===== config.mk =====
export PLATFORM = sky130hd
export DESIGN_NAME = pcu_channel
export DESIGN_NICKNAME = d
export VERILOG_FILES = /design/src/shared/pcu_pkg.sv /design/src/verilog/pcu_coherent_write.sv /design/src/verilog/pcu_channel.sv
export VERILOG_INCLUDE_DIRS = /design/src /design/src/shared
export SDC_FILE = /design/constraint.sdc
export NUM_CORES = 1
export LEC_CHECK = 0
export ABC_CLOCK_PERIOD_IN_PS = 5900
export BUFFER_PORTS_ARGS = -buffer_cell sky130_fd_sc_hd__buf_2
export CAP_MARGIN = 20
export CORE_ASPECT_RATIO = 0.5
export CORE_MARGIN = 3
export CORE_UTILIZATION = 35
export CTS_BUF_LIST = sky130_fd_sc_hd__clkbuf_4 sky130_fd_sc_hd__clkbuf_8 sky130_fd_sc_hd__clkbuf_16
export CTS_CLUSTER_DIAMETER = 150
export DETAILED_ROUTE_END_ITERATION = 6
export PLACE_DENSITY = 0.62
export SLEW_MARGIN = 30
export SYNTH_ARGS = -nofsm -noshare
export SYNTH_HDL_FRONTEND = slang
export SYNTH_SLANG_ARGS = --single-unit

===== constraint.sdc =====
create_clock -name clock -period 5.9 [get_ports clock]
set_input_delay 1.77 -clock clock [delete_from_list [all_inputs] [get_ports clock]]
set_output_delay 1.77 -clock clock [all_outputs]
set_load 0.03 [all_outputs]

===== src/shared/pcu_defines.svh =====
// Constants for the PWM channel value update block.
// Assumes inclusion by the channel design file by bare name.
`ifndef PCU_DEFINES_SVH
`define PCU_DEFINES_SVH

// ****************************************
// Values
// ****************************************
`define PCU_FREE_TOP 16'hFFFF
`define PCU_ZERO16 16'h0000
`define PCU_ONE16 16'h0001
`define PCU_CLK_OFF 2'h0
`define PCU_MOD_RST 16'h0000
`define PCU_CV_RST 16'h0000

`endif


===== src/shared/pcu_pkg.sv =====
// Types for the PWM channel value update block.
// Assumes the defines header is compiled alongside.
package pcu_pkg;

    // ****************************************
    // Byte write strobes from the CPU side
    // ****************************************
    typedef struct packed {
        logic cv_hi_we;
        logic cv_lo_we;
        logic mod_hi_we;
        logic mod_lo_we;
        logic sc_we;
        logic [7:0] data;
    } pcu_wr_t;

    // Counting direction
    typedef enum logic {
        PCU_UP = 1'b0,
        PCU_DOWN = 1'b1
    } pcu_dir_t;

endpackage


===== src/verilog/pcu_coherent_write.sv =====
// Two-byte coherent write buffer for a 16-bit value.
// Assumes byte strobes and data come from logic on the same clock.
module pcu_coherent_write #(
    parameter int W = 16
) (
    input wire logic clock,
    input wire logic arst_n,
    input wire logic wr_hi,
    input wire logic wr_lo,
    input wire logic [W/2-1:0] data,
    input wire logic clear,
    input wire logic take,
    output logic [W-1:0] value,
    output logic full,
    output logic pending
);

    logic hi_q;
    logic lo_q;
    logic hi_d;
    logic lo_d;

    // ****************************************
    // Byte flags; a new byte beats take or clear
    // ****************************************
    assign hi_d = wr_hi | (hi_q & ~take & ~clear);
    assign lo_d = wr_lo | (lo_q & ~take & ~clear);
    assign full = hi_q & lo_q;
    assign pending = hi_q | lo_q;

    // Flag and byte storage
    always_ff @(posedge clock or negedge arst_n) begin
        if (!arst_n) begin
            hi_q <= 1'b0;
            lo_q <= 1'b0;
            value <= '0;
        end else begin
            hi_q <= hi_d;
            lo_q <= lo_d;
            if (wr_hi) begin
                value[W-1:W/2] <= data;
            end
            if (wr_lo) begin
                value[W/2-1:0] <= data;
            end
        end
    end

endmodule


===== src/verilog/pcu_channel.sv =====
// One PWM channel with its counter, buffered channel value and modulus.
// Assumes count_step is a one-cycle prescaler pulse on the same clock and
// that the CPU write strobes and debug flag are synchronous to clock.
`include "pcu_defines.svh"
module pcu_channel #(
    parameter int W = 16
) (
    input wire logic clock,
    input wire logic arst_n,
    input wire pcu_pkg::pcu_wr_t wr,
    input wire logic [1:0] clock_source_select,
    input wire logic center_mode,
    input wire logic background_debug_mode,
    input wire logic count_step,
    output logic pwm_out,
    output logic [W-1:0] counter,
    output logic [W-1:0] channel_value,
    output logic [W-1:0] counter_modulus,
    output logic cv_pending
);

    // ****************************************
    // Declarations
    // ****************************************
    logic [W-1:0] cnt_q;
    logic [W-1:0] cnt_d;
    logic [W-1:0] cv_act_q;
    logic [W-1:0] cv_used_q;
    logic [W-1:0] cv_used_d;
    logic [W-1:0] mod_q;
    logic [W-1:0] cv_buf;
    logic [W-1:0] mod_buf;
    logic [W-1:0] top;
    logic [W-1:0] up_nx;
    logic [W-1:0] dn_nx;
    pcu_pkg::pcu_dir_t dir_q;
    pcu_pkg::pcu_dir_t dir_d;
    logic pwm_q;
    logic pwm_d;
    logic cv_full;
    logic mod_full;
    logic mod_pend;
    logic clk_on;
    logic step;
    logic at_load;
    logic xfer;
    logic period_start;
    logic zero_swap;
    logic up_hit;
    logic dn_hit;
    logic cv_zero;
    logic full_duty;

    // ****************************************
    // Byte buffers
    // ****************************************
    pcu_coherent_write #(.W(W)) u_cv_buf (
        .clock(clock),
        .arst_n(arst_n),
        .wr_hi(wr.cv_hi_we),
        .wr_lo(wr.cv_lo_we),
        .data(wr.data),
        .clear(1'b0),
        .take(xfer),
        .value(cv_buf),
        .full(cv_full),
        .pending(cv_pending)
    );

    // Debug status write drops a half-written modulus
    pcu_coherent_write #(.W(W)) u_mod_buf (
        .clock(clock),
        .arst_n(arst_n),
        .wr_hi(wr.mod_hi_we),
        .wr_lo(wr.mod_lo_we),
        .data(wr.data),
        .clear(background_debug_mode & wr.sc_we),
        .take(mod_full),
        .value(mod_buf),
        .full(mod_full),
        .pending(mod_pend)
    );

    // ****************************************
    // Counter range and stepping
    // ****************************************
    assign clk_on = clock_source_select != `PCU_CLK_OFF;
    assign step = count_step & clk_on & ~background_debug_mode;
    // Zero or all-ones modulus means free running
    assign top = (mod_q == `PCU_MOD_RST || mod_q == `PCU_FREE_TOP) ? `PCU_FREE_TOP : mod_q;
    assign up_nx = cnt_q + `PCU_ONE16;
    assign dn_nx = cnt_q - `PCU_ONE16;

    // Up to top, then down to zero in center mode
    always_comb begin
        cnt_d = cnt_q;
        dir_d = dir_q;
        if (step) begin
            if (!center_mode) begin
                cnt_d = (cnt_q >= top) ? `PCU_ZERO16 : up_nx;
                dir_d = pcu_pkg::PCU_UP;
            end else begin
                cnt_d = (dir_q == pcu_pkg::PCU_UP && cnt_q < top) || cnt_q == `PCU_ZERO16 ? up_nx : dn_nx;
                case (dir_q)
                    pcu_pkg::PCU_UP: dir_d = (cnt_d >= top) ? pcu_pkg::PCU_DOWN : pcu_pkg::PCU_UP;
                    pcu_pkg::PCU_DOWN: dir_d = (cnt_d == `PCU_ZERO16) ? pcu_pkg::PCU_UP : pcu_pkg::PCU_DOWN;
                    default: dir_d = pcu_pkg::PCU_UP;
                endcase
            end
        end
    end

    // ****************************************
    // Channel value transfer
    // ****************************************
    // Load point: upward step from top minus one to top
    assign at_load = step & (dir_q == pcu_pkg::PCU_UP) & (cnt_q == top - `PCU_ONE16);
    // Without a clock source a full write lands at once
    assign xfer = cv_full & (clk_on ? at_load : 1'b1);
    assign period_start = step & (cnt_d == `PCU_ZERO16) & (cnt_q != `PCU_ZERO16);
    // In center mode a swap to or from zero waits for the period boundary
    assign zero_swap = center_mode & ((cv_act_q == `PCU_ZERO16) != (cv_used_q == `PCU_ZERO16));
    assign cv_used_d = (~zero_swap | period_start) ? cv_act_q : cv_used_q;

    // ****************************************
    // Output decode
    // ****************************************
    assign cv_zero = cv_used_q == `PCU_ZERO16;
    assign full_duty = cv_used_q >= top;
    assign up_hit = step & (dir_q == pcu_pkg::PCU_UP) & (cnt_d == cv_used_q) & (cnt_d > cnt_q);
    assign dn_hit = step & (dir_q == pcu_pkg::PCU_DOWN) & (cnt_d == cv_used_q) & (cnt_d < cnt_q);

    // Edge mode compares; center mode acts on matches
    always_comb begin
        pwm_d = pwm_q;
        if (!center_mode) begin
            pwm_d = cnt_q < cv_used_q;
        end else if (cv_zero) begin
            pwm_d = 1'b0;
        end else if (full_duty) begin
            pwm_d = 1'b1;
        end else if (dn_hit) begin
            pwm_d = 1'b1;
        end else if (up_hit) begin
            pwm_d = 1'b0;
        end
    end

    // ****************************************
    // State registers
    // ****************************************
    always_ff @(posedge clock or negedge arst_n) begin
        if (!arst_n) begin
            cnt_q <= `PCU_ZERO16;
            dir_q <= pcu_pkg::PCU_UP;
            cv_act_q <= `PCU_CV_RST;
            cv_used_q <= `PCU_CV_RST;
            mod_q <= `PCU_MOD_RST;
            pwm_q <= 1'b0;
        end else begin
            cnt_q <= cnt_d;
            dir_q <= dir_d;
            cv_used_q <= cv_used_d;
            pwm_q <= pwm_d;
            if (xfer) begin
                cv_act_q <= cv_buf;
            end
            if (mod_full) begin
                mod_q <= mod_buf;
            end
        end
    end

    assign pwm_out = pwm_q;
    assign counter = cnt_q;
    assign channel_value = cv_act_q;
    assign counter_modulus = mod_q;
endmodule


==> results of run 1 <==
==> routing by layer <==
layer | GRT usage | vias to the layer above | part of all wire
met5 | 0 | - | 0
met4 | 0.106 | 0 | 0.037
met3 | 0.0554 | 76 | 0.088
met2 | 0.393 | 382 | 0.42
met1 | 0.364 | 3956 | 0.45
li1 | - | 3625 | -
==> where the power goes <==
group          internal, mW  switching, mW
logic                  1.24           2.06
clock network         0.386          0.298
registers             0.855          0.342
total                  2.48           2.70
==> Yosys cell counts (6+ instances only) <==
cell	count
a21oi_1	48
mux2_1	10
xnor2_1	39
mux2_2	75
nand2_1	39
buf_2	13
xor2_1	13
nand4_1	28
or3_1	9
o211ai_1	7
nor4_1	25
mux2i_1	6
o21ai_0	50
nor2_1	62
and3_1	7
nand2b_1	10
a21o_1	17
ha_1	77
nor3_1	33
nor2b_1	9
o2111ai_1	6
clkbuf_1	31
a211oi_1	10
a31oi_1	9
inv_1	34
dfrtp_1	102
o21a_1	10
or4_1	6
nand3_1	26
==> repair_timing <==
item / 4_1_cts / 5_1_grt
gates resized for setup: 1 / 17
setup buffers: 0 / 4
gates cloned: 0 / 1
pin swaps: 0 / 5
setup endpoints to repair: 1 / 1
hold buffers: 0 / 0
==> worst max-delay path, cell delays in order, from the launching register on <==
cell      delay [ns]
dfrtp_2         0.44
nand4_1         0.17
nor4_4          0.42
a21o_4          0.19
nor2_1          0.09
ha_1            0.31
nand4_1         0.24
nor3_2          0.26
nand4_1         0.12
mux2_2          0.31
a21oi_4         0.18
or2_2           0.16
a21oi_1         0.06
a211o_1         0.30
ha_1            0.29
nor2b_1         0.14
o21a_1          0.16
o21a_1          0.17
o21a_1          0.17
o21a_1          0.17
o21a_1          0.16
o21a_1          0.17
o21ai_2         0.17
a21boi_0        0.11
o21ai_0         0.17
and4b_1         0.21
o21ai_0         0.08
nand3_1         0.08
==> worst min path at each step <==
stage	from	to	slack, ns	cells past startpoint
after global routing	u_cv_buf.value[3]	u_cv_buf.value[3]	0.52	1
after floorplan	u_cv_buf.value[0]	u_cv_buf.value[0]	0.47	1
final	u_cv_buf.value[7]	u_cv_buf.value[7]	0.51	1
after global placement	u_cv_buf.value[3]	channel_value[3]	0.48	1
after detailed placement	u_cv_buf.value[2]	channel_value[2]	0.49	1
after CTS	u_cv_buf.value[2]	channel_value[2]	0.51	1
==> through the flow <==
stage / hold WS [ns] / utilization / worst slack [ns]
finish: 0.506 / 0.425 / 0.348
global route: 0.519 / 0.425 / 0.0251
CTS: 0.508 / 0.422 / 0.0862
detailed placement: 0.491 / 0.407 / -0.0457
global placement: 0.480 / 0.407 / 0.0343
floorplan: 0.475 / - / 0.0269
==> layout make-up <==
class / count / share of cell area
Clock inverter: 6 / 0.0102
Tap cell: 307 / 0.0390
Inverter: 37 / 0.0141
Timing Repair Buffer: 145 / 0.0935
Sequential cell: 102 / 0.260
Clock buffer: 10 / 0.0236
Multi-Input combinational cell: 720 / 0.560
==> registers in the layout (all words and copies together), names as in the netlist <==
register / flops
pwm_out: 1
u_mod_buf.value: 16
counter: 16
u_cv_buf.value: 16
u_cv_buf.hi_q: 1
cv_used_q: 16
counter_modulus: 16
u_mod_buf.lo_q: 1
u_mod_buf.hi_q: 1
channel_value: 16
u_cv_buf.lo_q: 1
dir_q: 1
==> cells by family after synthesis <==
| kind of cell | after synthesis |
|---|---|
| and+or+nand+nor | 281 |
| muxes | 91 |
| AOI/OAI and AO/OA | 217 |
| DFF | 102 |
| buffers and inverters | 91 |
| xor gates and xnor gates | 53 |
| adders and majority gates | 77 |
==> results.cfg, run 1 <==
[setup_path]
reg2reg_slack_ns = 0.35
worst_setup_path_start_kind = register
timing.rr.end = pwm_out
crit_end = pwm_out
worst_setup_path_end_kind = register
crit_path_max_fanout = 7
startpoint = counter_modulus[14]
r2r_start = counter_modulus[14]
critPathRequiredTime_ns = 6.21
worstSetupPathType = register to register
worstPathArrival_ns = 5.86
rr_worst_depth = 27

[timing]
tightest_slew_ns = 0.779
max_clock_freq_mhz = 180
fin_crit_sh = 0.941
fin_tns_setup_ns = 0
relSlewSlack = 0.477
period_needed_ns = 5.55
rsz0062_at_grt = false
final_max_slew_viol_count = 0
setup_viol = 0
finClkSkew_ns = 0.0179
finalHoldViolCount = 0

[clock_network]
clkTransAtPathRegs_ns = 0.09
cts_tree = built
cts-buffers-inserted = 9
ctsRootBufferMaster = clkbuf_16
clkLatencyLatePin_ns = 0.37
htreeDepth = 3
clk_path_buf_depth = 2
clock_sinks = 102

[yosys]
synth_top_area_share = 0.305
syn_avg_cell_area_um2 = 9.19
syn-instance-count = 912
synth_edf_count = 0
synth_xor_area_frac = 0.0563
muxShareOfSynthArea = 0.121
synthTopCellsByArea = dfrtp_1 30%, ha_1 11%, mux2_2 10%, xnor2_1 4.1%, o21ai_0 3.0%
async_flop_share = 1.00
synth_fa_ha_area_frac = 0.115
synth-compound-area-share = 0.176
synth_seq_cells = 102
synth_top_cell_by_area = dfrtp_1
syn_area_um2 = 8380
ys.flop_type = dfrtp_1
synth_top_family_by_area = simple AND/OR/NAND/NOR gates
synth-seq-area-share = 0.305
synth.distinct_cells = 85
yosysWarnings = 0
yosys.area_share.simple = 0.180
syn_nets = 1009

[worst_hold_path]
hp-class = register to register

[die]
initial_utilization = 0.361
dieHeight_um = 115
fp.dieW_um = 225
ios = 70
num_rows = 39
coreArea_um2 = 23200
fp.dieArea_um2 = 25900

[placed_design]
io_buffers = 69
dp_hpwl_um = 25800
placed_cell_area_um2 = 9440
dp_cells = 1306
place.gp.congestion = 1.04

[layout]
num_antenna_cells = 0
drive_gt1_frac = 0.278
nets = 1112
final_common_cell = dfrtp_1
fillerInstances = 2289
final_cell_mix = 96 x dfrtp_1, 77 x ha_1, 76 x buf_4, 75 x mux2_2, 68 x buf_2
stdcell_area_um2 = 9860
multi_input_comb_area_um2 = 5520
stdcell_count = 1327
syn_to_final_growth_pct = 17.7
seq_area_um2 = 2560

[pwr]
power.total_mw = 5.18
p_per_area_nw_per_um2 = 525
p_leak_nw = 4.22
irDropWorstVdd_mv = 0.217

[drt]
viasPerCell = 6.06
drc = 0
detail-route-antenna-nets = 0
wl_per_cell_um = 25.0
routed_wl_um = 33200
first_pass_iters = 5
vias = 8039
drt_iter0_markers = 840

[global_route]
grt_use_total = 0.260
antenna_found_initial = 0
grt_pass1_wl_um = 50400
grt.overflow.total = 0
grt_max_degree = 70
grt_pass1_vias = 7980

[status]
outcome = finished, final reports clean

[flow_run]
maxCapViolations = 0
No activity file was read; power rests on OpenSTA's default activity.
==> inputs of run 2 (changes only) <==
--- a/config.mk
+++ b/config.mk
@@ -15,7 +15,9 @@
 export CTS_BUF_LIST = sky130_fd_sc_hd__clkbuf_4 sky130_fd_sc_hd__clkbuf_8 sky130_fd_sc_hd__clkbuf_16
 export CTS_CLUSTER_DIAMETER = 150
 export DETAILED_ROUTE_END_ITERATION = 6
+export HOLD_SLACK_MARGIN = 0.02
 export PLACE_DENSITY = 0.62
+export RECOVER_POWER = 50
 export SLEW_MARGIN = 30
 export SYNTH_ARGS = -nofsm -noshare
 export SYNTH_HDL_FRONTEND = slang
==> run 2 against run 1 <==
The run now ends with max-capacitance violations, max-slew violations left. Hold slack worse by 0.0033 ns. Routed wire length down 0.14%. Critical path depth is the same. Critical endpoint unchanged. Fmax increased by 0.26%. Sequential share of layout area about the same. Critical path type unchanged. Core utilization is essentially flat. Non-clock buffer count stayed put. Worst setup slack improved by 0.014 ns.
==> results.cfg, run 2 (synthesis gave the netlist of run 1 again) <==
[timing]
max_clock_freq_mhz = 181
rsz0062_at_grt = false
finClkSkew_ns = 0.0179
setup_viol = 0
fin_crit_sh = 0.939
relSlewSlack = -1.27
period_needed_ns = 5.54
fin_hold_ws_ns = 0.503
final_max_slew_viol_count = 70
worst_slack_ns = 0.362
tightest_slew_ns = 3.40
finalHoldViolCount = 0

[setup_path]
cpMostUsedCell = o21a_1
rr_worst_depth = 27
r2r_start = counter_modulus[14]
timing.rr.end = pwm_out
worstSetupPathType = register to register
worst_setup_path_end_kind = register
critPathRequiredTime_ns = 6.21
reg2reg_slack_ns = 0.36
slowest_stage = dfrtp_2
worstPathArrival_ns = 5.85
max_stage_delay_ns = 0.43
crit_path_max_fanout = 12
worst_setup_path_start_kind = register

[worst_hold_path]
hp-class = register to register
hold_path_end = channel_value[8]
whs_path_depth = 1
hp-start = u_cv_buf.value[8]

[status]
outcome = finished, violations left
violations = max-capacitance violations, max-slew violations

[layout]
final_util = 0.425
final_common_cell = dfrtp_1
num_antenna_cells = 0
syn_to_final_growth_pct = 17.6
drive_gt1_frac = 0.273
stdcell_count = 1327
final_cell_mix = 96 x dfrtp_1, 77 x ha_1, 75 x mux2_2, 75 x buf_4, 63 x buf_2
nets = 1112

[pwr]
irDropWorstVdd_mv = 0.217
p_leak_nw = 4.21
power.total_mw = 5.18
p_per_area_nw_per_um2 = 526

[clock_network]
hold_buffers = 0
ctsRootBufferMaster = clkbuf_16
clkTransAtPathRegs_ns = 0.09
clock_sinks = 102
clk_path_buf_depth = 2
cts_tree = built
htreeDepth = 3
cts-buffers-inserted = 9
clkLatencyLatePin_ns = 0.37

[global_route]
grt_use_total = 0.260
grt_max_degree = 70
grt.overflow.total = 0
grt_pass1_wl_um = 50400
grt_pass1_vias = 7980
antenna_found_initial = 0

[die]
fp.dieArea_um2 = 25900
dieHeight_um = 115
num_rows = 39
initial_utilization = 0.361
coreArea_um2 = 23200
fp.dieW_um = 225
ios = 70

[drt]
viasPerCell = 6.11
vias = 8104
drc = 0
wl_per_cell_um = 25.0
drt_iter0_markers = 750
first_pass_iters = 5
detail-route-antenna-nets = 0
routed_wl_um = 33200

[placed_design]
place.gp.congestion = 1.04
dp_cells = 1306
dp_worst_setup_slack_ns = -0.0457
io_buffers = 69
dp_hpwl_um = 25800

[flow_run]
maxCapViolations = 1
## run 2: per-layer routing
| layer | wire length [um] | vias to the layer above | track usage |
|---|---|---|---|
| met5 | 0 | - | 0 |
| met1 | 15000 | 4001 | 0.364 |
| li1 | - | 3620 | - |
| met4 | 1360 | 0 | 0.106 |
| met2 | 13900 | 395 | 0.393 |
| met3 | 2890 | 88 | 0.0554 |
## run 2: per-stage QoR
stage / instance area (um2) / TNS [ns]
floorplan: 8410 / 0
global placement: 9440 / 0
detailed placement: 9440 / -0.0457
CTS: 9770 / 0
global route: 9850 / 0
finish: 9850 / 0
## run 2: what timing repair did
action / CTS / global route
endpoints found under the setup margin: 1 / 1
pin swaps: 0 / 5
gates resized for setup: 1 / 17
gates cloned: 0 / 1
buffers inserted: 0 / 4
## run 2: critical path, delay by kind of cell (launching register included)
| kind | cells | cell delay (ns) |
|---|---|---|
| AND/OR/NAND/NOR | 10 | 1.82 |
| AO/OA/AOI/OAI | 13 | 2.06 |
| adder cells (fa/ha/maj) | 2 | 0.65 |
| flip-flops | 1 | 0.43 |
| multiplexers | 1 | 0.31 |
| buffers and inverters | 1 | 0.20 |
## run 2: area by class of cell
| cell class | count | area, um2 |
|---|---|---|
| well taps | 307 | 384 |
| clock buffers | 10 | 233 |
| repair buffers | 145 | 912 |
| inverters | 37 | 139 |
| clock inverters | 6 | 100 |
| multi-input cells | 720 | 5520 |
| flip-flops and latches | 102 | 2560 |
| fillers | 2295 | 13300 |
## run 2: power by group
group          total [mW]  switching, mW  internal [mW]
Clock               0.683          0.298          0.386
Combinational        3.30           2.06           1.24
Sequential           1.20          0.343          0.855
## run 2: worst max-delay path by stage
stage                                    from  endpoint  slack, ns  cells past startpoint
after global routing      counter_modulus[12]   pwm_out       0.03                     26
final                     counter_modulus[14]   pwm_out       0.36                     27
after global placement    counter_modulus[12]   pwm_out       0.03                     27
after floorplan            counter_modulus[1]   pwm_out       0.03                     32
after detailed placement  counter_modulus[12]   pwm_out      -0.05                     27
after CTS                 counter_modulus[12]   pwm_out       0.09                     27
